--- src/verilog/sleep_pkg.sv ---
// Function
// - code 010 enters power-down; main oscillator stops, external irqs, address watch, watchdog run.
// - power-down wakes only on resets, address match, level irq 0/1, or irq line 2.
// - power-down halts every generated clock; only asynchronous modules operate.
// - leaving power-down waits a start-up delay set by the clock source fuses.
// - code 011 enters power-save; like power-down but async slow timer keeps running.
// - slow timer events wake power-save only with timer enable and global enable set.
// - slow timer not async clocked makes its contents undefined after power-save.
// - power-save stops all clocks except the slow timer clock.
// - code 110 with crystal enters standby; oscillator runs, wake-up takes six cycles.
// - code 111 with crystal enters extended standby; oscillator runs, six-cycle wake-up.
// - mode field at control bits 7,5,4; codes 100 and 101 reserved.
// - enabled ADC stays enabled in sleep; re-enable makes next conversion extended.
// - comparator auto-disabled beyond idle and noise reduction; its reference use persists.
// - fuse-enabled brown-out detector stays active in every sleep mode.
// - voltage reference on only when brown-out, comparator or ADC needs it.
// - an enabled watchdog keeps running in every sleep mode.
// - input buffers off when io and ADC clocks both stop, except wake inputs.
// - debug fuse on keeps the main clock source running in power-down and power-save.
// - test-port off bit or unprogrammed fuse disables test port; idle data-out floats.
// - sleep entered only when sleep-enable bit 6 is one.
// - code 000 selects idle, halting cpu and flash clocks only.
// - code 001 selects noise reduction, halting io, cpu and flash clocks.
// - interrupt wake holds the cpu four cycles beyond start-up, then resumes.
package sleep_pkg;
    localparam logic [3:0] adr_control = 4'h0;
    localparam logic [3:0] adr_status = 4'h4;
    localparam logic [3:0] adr_misc = 4'h8;
    localparam logic [7:0] control_reset = 8'h00;
    localparam logic [7:0] misc_reset = 8'h00;
    localparam int bit_sm2 = 7;
    localparam int bit_se = 6;
    localparam int bit_sm1 = 5;
    localparam int bit_sm0 = 4;
    localparam int bit_tp_off = 0;
    localparam int bit_acbg = 1;
    localparam int bit_adc_en = 2;
    localparam int bit_ac_off = 3;
    localparam logic [2:0] code_idle = 3'h0;
    localparam logic [2:0] code_adcnr = 3'h1;
    localparam logic [2:0] code_pdown = 3'h2;
    localparam logic [2:0] code_psave = 3'h3;
    localparam logic [2:0] code_stby = 3'h6;
    localparam logic [2:0] code_xstby = 3'h7;
    localparam int clk_mhz = 25;
    localparam int stby_wake_cycles = 6;
    localparam int irq_hold_cycles = 4;
    localparam int level_hold_ns = 200;
    localparam int level_hold_cycles = (level_hold_ns * clk_mhz + 999) / 1000;
    typedef enum logic [2:0] {st_run, st_sleep, st_startup, st_hold} state_type;
endpackage

--- src/verilog/sleep_mode_controller.sv ---
// The implementer's own choices: the Wishbone slave port and the address map.
`timescale 1ns/100ps
module sleep_mode_controller #(
    parameter int startup_cycles = 16 // start-up delay chosen by clock fuses
) (
    input wire logic clk, // 25 MHz system clock
    input wire logic nrst, // async reset, active low
    input wire logic [3:0] wb_adr_i, // wishbone byte address
    input wire logic [31:0] wb_dat_i, // wishbone write data
    output logic [31:0] wb_dat_o, // wishbone read data
    input wire logic wb_we_i, // write enable
    input wire logic [3:0] wb_sel_i, // byte selects
    input wire logic wb_cyc_i, // cycle
    input wire logic wb_stb_i, // strobe
    output logic wb_ack_o, // acknowledge
    input wire logic sleep_instr, // cpu executes a sleep instruction, pulse
    input wire logic crystal_sel, // clock source fuses select crystal
    input wire logic brownout_fuse_on, // brown-out detector fuse
    input wire logic debug_fuse_on, // on-chip debug fuse
    input wire logic test_port_fuse_on, // test port fuse programmed
    input wire logic wdt_enabled, // watchdog enabled
    input wire logic gie, // global irq enable from cpu flags word
    input wire logic slow_timer_external_clock, // slow timer runs on own clock
    input wire logic [1:0] slow_timer_irq_en, // overflow, compare enables
    input wire logic [1:0] slow_timer_evt, // overflow, compare events
    input wire logic ext_irq_line_0, // external line 0, level
    input wire logic ext_irq_line_1, // external line 1, level
    input wire logic ext_irq2_evt, // external line 2 edge event
    input wire logic [1:0] ext_level_en, // line 0/1 level irq enabled
    input wire logic addr_match_irq, // serial-bus address match
    input wire logic other_irq, // any other enabled interrupt
    input wire logic reset_wake, // external/watchdog/brown-out reset request
    input wire logic tap_shifting, // test port shifting data
    output logic cpu_clk_en, // cpu and flash clock gate
    output logic io_clk_en, // io clock gate
    output logic adc_clk_en, // adc clock gate
    output logic asy_clk_en, // slow timer clock gate
    output logic osc_en, // main oscillator enable
    output logic cpu_halt, // cpu held
    output logic irq_service, // wake by interrupt, pulse
    output logic comparator_en, // analog comparator enable
    output logic adc_en, // adc enable
    output logic vref_en, // internal reference enable
    output logic bod_en, // brown-out detector enable
    output logic wdt_run, // watchdog running
    output logic input_buf_en, // general digital input buffers
    output logic wake_buf_en, // wake-detect input buffers
    output logic slow_timer_undef, // timer contents undefined flag
    output logic adc_extended, // next conversion extended
    output logic test_port_en, // boundary-scan enabled
    output logic tdo_oe // tdo drive enable
);
    import sleep_pkg::*;

    logic [7:0] control_r;
    logic [7:0] misc_r;
    logic [2:0] mode_r;
    state_type state_r;
    logic [15:0] cnt_r;
    logic irq_wake_r;
    logic [7:0] lvl_cnt_r;
    logic undef_r;
    logic ext_r;
    logic adc_prev_r;
    logic [2:0] code;
    logic enter;
    logic wake_irq;
    logic level_ok;
    logic asleep;
    logic wb_hit;

    // mode code assembled from scattered bits
    assign code = {control_r[bit_sm2], control_r[bit_sm1], control_r[bit_sm0]};
    // reserved codes and a clear enable bit leave everything untouched
    assign enter = sleep_instr && state_r == st_run && control_r[bit_se]
        && (code != 3'h4) && (code != 3'h5)
        && !((code == code_stby || code == code_xstby) && !crystal_sel);
    assign asleep = state_r == st_sleep;
    assign wb_hit = wb_cyc_i && wb_stb_i;

    // bus slave: single-cycle ack, released the cycle after
    always_ff @(posedge clk or negedge nrst) begin
        if (!nrst) begin
            wb_ack_o <= 1'b0;
        end else begin
            wb_ack_o <= wb_hit && !wb_ack_o;
        end
    end

    // register writes on the acked edge
    always_ff @(posedge clk or negedge nrst) begin
        if (!nrst) begin
            control_r <= control_reset;
            misc_r <= misc_reset;
        end else if (wb_hit && wb_ack_o && wb_we_i && wb_sel_i[0]) begin
            if (wb_adr_i == adr_control) begin
                control_r <= wb_dat_i[7:0];
            end else if (wb_adr_i == adr_misc) begin
                misc_r <= wb_dat_i[7:0];
            end
        end
    end

    // read mux, unmapped reads as zero
    always_comb begin
        wb_dat_o = 32'h0;
        unique case (wb_adr_i)
            adr_control: wb_dat_o = {24'h0, control_r};
            adr_status: wb_dat_o = {24'h0, 2'h0, adc_extended, undef_r, mode_r, asleep};
            adr_misc: wb_dat_o = {24'h0, misc_r};
            default: wb_dat_o = 32'h0;
        endcase
    end

    // level wake needs the level held a minimum time; counted here, level_hold_ns rounded up to cycles
    always_ff @(posedge clk or negedge nrst) begin
        if (!nrst) begin
            lvl_cnt_r <= 8'h0;
        end else if (asleep && ((ext_level_en[0] && !ext_irq_line_0) || (ext_level_en[1] && !ext_irq_line_1))) begin
            if (lvl_cnt_r != 8'(level_hold_cycles)) begin
                lvl_cnt_r <= lvl_cnt_r + 8'h1;
            end
        end else begin
            lvl_cnt_r <= 8'h0;
        end
    end
    assign level_ok = lvl_cnt_r == 8'(level_hold_cycles);

    // wake qualification per mode
    always_comb begin
        wake_irq = addr_match_irq || ext_irq2_evt || level_ok;
        unique case (mode_r)
            code_idle: wake_irq = 1'b1 && (wake_irq || other_irq || (|slow_timer_evt));
            code_adcnr: wake_irq = wake_irq || (|(slow_timer_evt & slow_timer_irq_en)) || other_irq;
            code_psave, code_xstby: wake_irq = wake_irq
                || (gie && slow_timer_external_clock && |(slow_timer_evt & slow_timer_irq_en));
            default: wake_irq = wake_irq;
        endcase
    end

    // sleep sequencer
    always_ff @(posedge clk or negedge nrst) begin
        if (!nrst) begin
            state_r <= st_run;
            mode_r <= code_idle;
            cnt_r <= 16'h0;
            irq_wake_r <= 1'b0;
        end else begin
            unique case (state_r)
                st_run: if (enter) begin
                    state_r <= st_sleep;
                    mode_r <= code;
                end
                st_sleep: if (reset_wake || wake_irq) begin
                    irq_wake_r <= !reset_wake;
                    state_r <= st_startup;
                    // oscillator kept running means a short restart
                    if (mode_r == code_stby || mode_r == code_xstby) begin
                        cnt_r <= 16'(stby_wake_cycles - 1);
                    end else if (mode_r == code_idle || mode_r == code_adcnr) begin
                        cnt_r <= 16'h0;
                    end else begin
                        cnt_r <= 16'(startup_cycles - 1);
                    end
                end
                st_startup: if (cnt_r != 16'h0) begin
                    cnt_r <= cnt_r - 16'h1;
                end else if (irq_wake_r) begin
                    state_r <= st_hold;
                    cnt_r <= 16'(irq_hold_cycles - 1);
                end else begin
                    state_r <= st_run;
                end
                st_hold: if (cnt_r != 16'h0) begin
                    cnt_r <= cnt_r - 16'h1;
                end else begin
                    state_r <= st_run;
                    irq_wake_r <= 1'b0;
                end
                default: state_r <= st_run;
            endcase
        end
    end

    // irq service pulse as cpu is released
    assign irq_service = state_r == st_hold && cnt_r == 16'h0;
    assign cpu_halt = state_r != st_run;

    // clock gating per mode; deep modes only leave async logic alive
    always_comb begin
        cpu_clk_en = 1'b1;
        io_clk_en = 1'b1;
        adc_clk_en = 1'b1;
        asy_clk_en = 1'b1;
        osc_en = 1'b1;
        if (asleep) begin
            cpu_clk_en = 1'b0;
            unique case (mode_r)
                code_idle: begin
                end
                code_adcnr: io_clk_en = 1'b0;
                code_pdown, code_stby: begin
                    io_clk_en = 1'b0;
                    adc_clk_en = 1'b0;
                    asy_clk_en = 1'b0;
                    osc_en = mode_r == code_stby || debug_fuse_on;
                end
                default: begin
                    io_clk_en = 1'b0;
                    adc_clk_en = 1'b0;
                    asy_clk_en = slow_timer_external_clock;
                    osc_en = mode_r == code_xstby || debug_fuse_on;
                end
            endcase
        end
    end

    // analog side effects
    assign adc_en = misc_r[bit_adc_en];
    assign comparator_en = !misc_r[bit_ac_off]
        && !(asleep && mode_r != code_idle && mode_r != code_adcnr);
    assign bod_en = brownout_fuse_on;
    // reference held for comparator while its bandgap bit is set and its off bit clear, even in deep sleep
    assign vref_en = brownout_fuse_on || adc_en || (misc_r[bit_acbg] && !misc_r[bit_ac_off]);
    assign wdt_run = wdt_enabled;
    assign input_buf_en = io_clk_en || adc_clk_en;
    assign wake_buf_en = 1'b1;
    assign test_port_en = test_port_fuse_on && !misc_r[bit_tp_off];
    assign tdo_oe = test_port_en && tap_shifting;
    assign slow_timer_undef = undef_r;
    assign adc_extended = ext_r;

    // timer contents flagged undefined after synchronous-clock power-save
    always_ff @(posedge clk or negedge nrst) begin
        if (!nrst) begin
            undef_r <= 1'b0;
        end else if (asleep && mode_r == code_psave && !slow_timer_external_clock) begin
            undef_r <= 1'b1;
        end else if (enter) begin
            undef_r <= 1'b0;
        end
    end

    // adc off then on: next conversion extended, cleared when sleep is entered with the adc on
    always_ff @(posedge clk or negedge nrst) begin
        if (!nrst) begin
            adc_prev_r <= 1'b0;
            ext_r <= 1'b1;
        end else begin
            adc_prev_r <= adc_en;
            if (adc_en && !adc_prev_r) begin
                ext_r <= 1'b1;
            end else if (adc_en && enter) begin
                ext_r <= 1'b0;
            end
        end
    end
endmodule

--- config.mk ---
export PLATFORM = sky130hd
export DESIGN_NAME = sleep_mode_controller
export DESIGN_NICKNAME = d
export VERILOG_FILES = /design/src/verilog/sleep_pkg.sv /design/src/verilog/sleep_mode_controller.sv
export SDC_FILE = /design/constraint.sdc
export NUM_CORES = 1
export LEC_CHECK = 0
export BUFFER_PORTS_ARGS = -buffer_cell sky130_fd_sc_hd__buf_2
export CORE_ASPECT_RATIO = 0.6
export CORE_MARGIN = 4
export CORE_UTILIZATION = 50
export DETAILED_ROUTE_END_ITERATION = 8
export PLACE_DENSITY = 0.81
export SYNTH_ARGS = -nofsm -noshare
export SYNTH_HDL_FRONTEND = slang
export SYNTH_SLANG_ARGS = --single-unit
--- constraint.sdc ---
create_clock -name clk -period 2.7 [get_ports clk]
set_input_delay 0.405 -clock clk [delete_from_list [all_inputs] [get_ports clk]]
set_output_delay 0.405 -clock clk [all_outputs]
set_load 0.01 [all_outputs]
==> impl_metrics.yaml, run 1 <==
timing:
  max_clock_freq_mhz: 390
  fin_worst_skew_ns: 0.0122
  finalSetupTns_ns: 0
  hold_violations: 0
  rsz0062_at_grt: "no"
  maxSlewHeadroom_pct: 25.2
  finalCritPeriodShare_pct: 94.9
  worstMarginPinSlew_ns: 1.11
  period_minus_slack_ns: 2.56
  final_max_slew_viol_count: 0
  finalSetupViolCount: 0
grt:
  track_usage_pct: 20.1
  antenna_found_initial: 0
  gr-total-overflow: 0
  grt_pass1_vias: 2408
  grt_start_max_net_pins: 27
  grt_pass1_wl_mm: 11.7
yosys:
  synth_edf_count: 0
  yosys.area_share.simple_pct: 17.1
  ys_types: 57
  synth_area_mm2: 0.00307
  synth-seq-cells: 50
  yosysSeqAreaShare_pct: 40.8
  syn_inst: 313
  synth_warnings: 0
  async_reset_ff_share_pct: 100
  yosys.area_share.adder_pct: 2.44
  yosys.area_share.xor_xnor_pct: 2.00
  synth_compound_area_share_pct: 16.2
  synth_area_per_cell_um2: 9.82
  synth_top_family_by_area: "simple AND/OR/NAND/NOR gates"
  muxShareOfSynthArea_pct: 10.5
  dominantRegCellSynth: "dfrtp_1"
pwr:
  p_clk_share_pct: 37.6
  p_leak_nw: 1.72
  sw_frac_of_total_pct: 24.0
  p_comb_share_pct: 8.5
  p_seq_share_pct: 54.0
  p_per_area_mw_per_mm2: 409
  power_switching_mw: 0.345
  p_int_mw: 1.09
  power.total_mw: 1.44
  ir_drop_mv: 0.195
setup_path:
  path_delay_family: "simple AND/OR/NAND/NOR gates"
  cp_slowest_cell: "or3_1"
  worstSetupStartpointType: "flop"
  worstReg2RegStart: "cnt_r[0]$_DFFE_PN0P_"
  crit_type: "flop to output pin"
  cp-startpoint: "cnt_r[12]$_DFFE_PN0P_"
  max_stage_delay_ns: 0.51
  worstPathCellList: "or3_1 -> or3_1 -> nor4_1 -> buf_2"
  worst_path_most_repeated_cell: "or3_1"
  worstPathMaxFanout: 7
  cp-end-kind: "output pin"
  ff2ff_setup_slack_ns: 0.43
  crit_buf_inv: 1
  cp.arrival_ns: 2.16
  worstPathRequired_ns: 2.30
detailed_routing:
  drc_errors: 0
  final_antenna_net_count: 0
  vias: 2523
  routed_wl_mm: 7.07
  dr.pass1.iters: 7
  wl_per_cell_um: 15.3
  post_drt_via_cell_ratio: 5.46
  drtIter0Drc: 190
hold_path:
  worstHoldStart: "reset_wake"
  hp-class: "primary input to flop"
clocking:
  clk_latency_ns: 0.31
  post_cts_buffers: 0
  clock_path_buffers: 2
  clock-sinks: 50
  cts_tree: "yes"
  path_clk_slew_ns: 0.09
  htree_levels: 2
  cts_inserted_buffers: 5
  cts-resized-gates: 0
  ctsRootBufferMaster: "clkbuf_8"
  postCtsHoldBufs: 1
die:
  coreArea_mm2: 0.00575
  pin_count: 117
  die_area_mm2: 0.00751
  start_util_pct: 53.4
  die_y_um: 68.7
  rows: 21
  die_w_um: 109
layout:
  antenna_cells: 0
  fillers: 479
  nets: 453
  final_util_pct: 61.1
  syn_to_final_growth_pct: 14.4
  drive_gt1_share_pct: 28.8
placement:
  io_buffers: 62
  hpwl_mm: 5.59
  place.gp.congestion: 0.894
flow_run:
  cap_violations: 0
outcome:
  status: "finished clean"
## power by group through the flow
stage	sequential, mW	combinational (mW)	clock (mW)
floorplan	0.790	0.0817	0
global placement	0.789	0.118	0
detailed placement	0.790	0.120	0
CTS	0.775	0.122	0.551
global route	0.777	0.138	0.586
finish	0.775	0.121	0.540
## path summary, 6_finish.rpt
path / to / cells past startpoint
max: irq_service / 4
min: irq_wake_r$_DFFE_PN0P_ / 2
max reg2reg: cnt_r[13]$_DFFE_PN0P_ / 8
min reg2reg: wb_ack_o$_DFF_PN0_ / 1
max in group asynchronous: lvl_cnt_r[1]$_DFFE_PN0P_ / 3
min in group asynchronous: misc_r[4]$_DFFE_PN0P_ / 2
## per-stage QoR
stage / std cells / hold WS [ns] / instance area (um^2) / worst slack [ns]
detailed placement: 453 / 0.274 / 3390 / 0.472
global placement: 453 / 0.273 / 3390 / 0.447
global route: 462 / 0.309 / 3520 / 0.0242
finish: 462 / 0.318 / 3520 / 0.139
CTS: 462 / 0.315 / 3520 / 0.123
floorplan: 336 / 0.109 / 3160 / 0.566
## cell families after synthesis
logic type,after synthesis
other,2
DFF,50
adders and majority gates,6
xor gates and xnor gates,7
AOI/OAI and AO/OA,68
and+or+nand+nor,96
buffers and inverters,54
muxes,30
## layout make-up
class	count	area [um^2]	share of cell area [%]
Clock buffer	5	68.8	1.96
Clock inverter	3	43.8	1.25
Inverter	17	66.3	1.89
Multi-Input combinational cell	232	1570	44.8
Sequential cell	50	1250	35.6
Tap cell	80	100	2.85
Timing Repair Buffer	75	410	11.7
## sequential cells by signal, indices dropped and copies added, names as in the netlist, 2 cells and up
register and cells:
mode_r 3, lvl_cnt_r 8, misc_r 8, state_r 2, control_r 8, cnt_r 16
## Yosys cell counts, types with 8 or more instances
master | instances | share of area (%)
o21ai_0 | 10 | 1.6
a21oi_1 | 14 | 2.3
dfrtp_1 | 49 | 40
nor3_1 | 10 | 1.6
mux2i_1 | 13 | 4.2
mux2_2 | 17 | 6.2
buf_4 | 27 | 6.6
nand3_1 | 8 | 1.3
nand2_1 | 10 | 1.2
nor2_1 | 33 | 4.0
inv_1 | 16 | 2.0
## layout by cell type, fill, tap and decap left out, drive strengths merged, types with 4 or more instances in the layout
cell type	instances
buf	74
dfrtp	49
nor2	33
conb	25
inv	18
mux2	17
a21oi	14
mux2i	13
nor3	11
o21ai	11
nand2	10
nand3	8
o2bb2ai	7
a211o	7
nor2b	6
o31ai	6
ha	6
nor4	6
xor2	5
clkbuf	5
or3	4
and3	4
a22o	4
## metal layers
metal	routed length [um]	up-vias	GRT usage, %
met5	0	-	0
met1	3420	1200	28.9
met2	2980	103	30.9
met4	44	0	4.67
met3	633	8	5.02
li1	-	1212	-
Note: power is estimated with default switching activity, not from simulation.
==> run 2: changes to the inputs <==
CORE_MARGIN = 1.5   (was 4)
==> run 2 against run 1 <==
Against the previous run: die area is 12% lower; clock power is 12% lower; sequential share of layout area is 0.57 points higher.
==> impl_metrics.yaml, run 2 (synthesized netlist as in run 1, its figures left out) <==
placement:
  io_buffers: 62
  pre_cts_ws_ns: 0.409
  hpwl_mm: 5.22
  placed_area_mm2: 0.00335
  place.gp.congestion: 0.861
  dp.cells: 447
setup_path:
  max_stage_delay_ns: 0.46
  cp_slowest_cell: "dfrtp_1"
  worstPathMaxFanout: 7
  worstPathRequired_ns: 2.30
  crit_type: "flop to output pin"
  worstPathCellList: "or3_4 -> or3_1 -> nor4_1 -> buf_2"
  cp.arrival_ns: 2.16
  worstSetupStartpointType: "flop"
  cp-end-kind: "output pin"
timing:
  max_clock_freq_mhz: 389
  worstMarginPinSlew_ns: 1.12
  hold_violations: 0
  maxSlewHeadroom_pct: 24.8
  period_minus_slack_ns: 2.57
  finalSetupViolCount: 0
  finalSetupTns_ns: 0
  fin_worst_skew_ns: 0.0123
  setup_ws_ns: 0.130
  hold_ws_ns: 0.191
  final_max_slew_viol_count: 0
  finalCritPeriodShare_pct: 95.2
  rsz0062_at_grt: "no"
grt:
  grt_pass1_wl_mm: 11.7
  gr-total-overflow: 0
  antenna_found_initial: 0
  grt_start_max_net_pins: 51
  track_usage_pct: 22.6
  grt_pass1_vias: 2354
layout:
  final_common_cell: "buf_2"
  multi_input_comb_area_mm2: 0.00159
  largest_register_ffs: 16
  stdcell_area_mm2: 0.00346
  fin_cells: 455
  seq_area_mm2: 0.00125
  nets: 446
  layout_common_cells: "62 x buf_2, 49 x dfrtp_1, 33 x nor2_1, 25 x conb_1, 17 x mux2_2"
  drive_gt1_share_pct: 28.5
  antenna_cells: 0
  final_util_pct: 60.1
  fillers: 522
  largest_register: "cnt_r"
  syn_to_final_growth_pct: 12.6
detailed_routing:
  routed_wl_mm: 6.88
  drtIter0Drc: 161
  vias: 2459
  drc_errors: 0
  dr.pass1.iters: 4
  post_drt_via_cell_ratio: 5.40
  final_antenna_net_count: 0
  wl_per_cell_um: 15.1
clocking:
  post_cts_buffers: 0
  clock-sinks: 50
  htree_levels: 2
  path_clk_slew_ns: 0.10
  clock_path_buffers: 2
  clk_latency_ns: 0.31
  cts_tree: "yes"
  cts_inserted_buffers: 5
  ctsRootBufferMaster: "clkbuf_8"
die:
  pin_count: 117
  die_y_um: 63.7
  rows: 21
  die_area_mm2: 0.00664
  start_util_pct: 53.4
  coreArea_mm2: 0.00575
  die_w_um: 104
flow_run:
  cap_violations: 0
outcome:
  status: "finished clean"
pwr:
  p_leak_nw: 1.68
  power.total_mw: 1.37
  p_per_area_mw_per_mm2: 395
  ir_drop_mv: 0.224
hold_path:
  hp-class: "primary input to asynchronous set/reset pin"
run 2: cell count changes in the layout (fill, tap and decap cells not counted), sizes merged:
cell and change:
bufinv -1, clkinv +1, dlygate4sd3 -1, inv -1
buf -6, clkbuf +1
run 2: area by class of cell:
type | instances | area share [%]
Tap cell | 80 | 2.89
Inverter | 17 | 1.92
Timing Repair Buffer | 68 | 10.3
Multi-Input combinational cell | 232 | 45.8
Clock inverter | 2 | 0.506
Sequential cell | 50 | 36.2
Clock buffer | 6 | 2.39
run 2: path summary, 6_finish.rpt:
check / cells past startpoint / slack (ns) / startpoint / end
min: 2 / 0.19 / nrst / adc_prev_r$_DFF_PN0_
max reg2reg: 8 / 0.46 / state_r[1]$_DFFE_PN0P_ / cnt_r[1]$_DFFE_PN0P_
min in group clk: 2 / 0.32 / reset_wake / irq_wake_r$_DFFE_PN0P_
max in group asynchronous: 2 / 2.09 / nrst / lvl_cnt_r[4]$_DFFE_PN0P_
max: 4 / 0.13 / cnt_r[12]$_DFFE_PN0P_ / irq_service
min reg2reg: 1 / 0.46 / wb_ack_o$_DFF_PN0_ / wb_ack_o$_DFF_PN0_
run 2: timing repair:
item / 4_1_cts / 5_1_grt
resized for setup: 0 / 3
hold buffers: 0 / 0
setup endpoints to repair: 0 / 1
run 2: layer usage:
| metal | wire (um) | vias up | part of all wire (%) | GRT usage [%] |
|---|---|---|---|---|
| li1 | - | 1195 | - | - |
| met1 | 3440 | 1170 | 50 | 34.0 |
| met2 | 2950 | 87 | 43 | 32.5 |
| met3 | 432 | 7 | 6.3 | 4.45 |
| met4 | 57 | 0 | 0.83 | 6.77 |
| met5 | 0 | - | 0 | 0 |
run 2: critical path: cells and delay by family, from the launching register on:
kind                   cells  cell delay (ns)
buffers and inverters      1             0.19
and+or+nand+nor            3             1.19
DFF                        1             0.46
run 2: power by group:
| group | total, mW | internal (mW) | switching [mW] |
|---|---|---|---|
| Sequential | 0.775 | 0.765 | 0.0106 |
| Clock | 0.476 | 0.211 | 0.264 |
| Combinational | 0.118 | 0.0468 | 0.0708 |
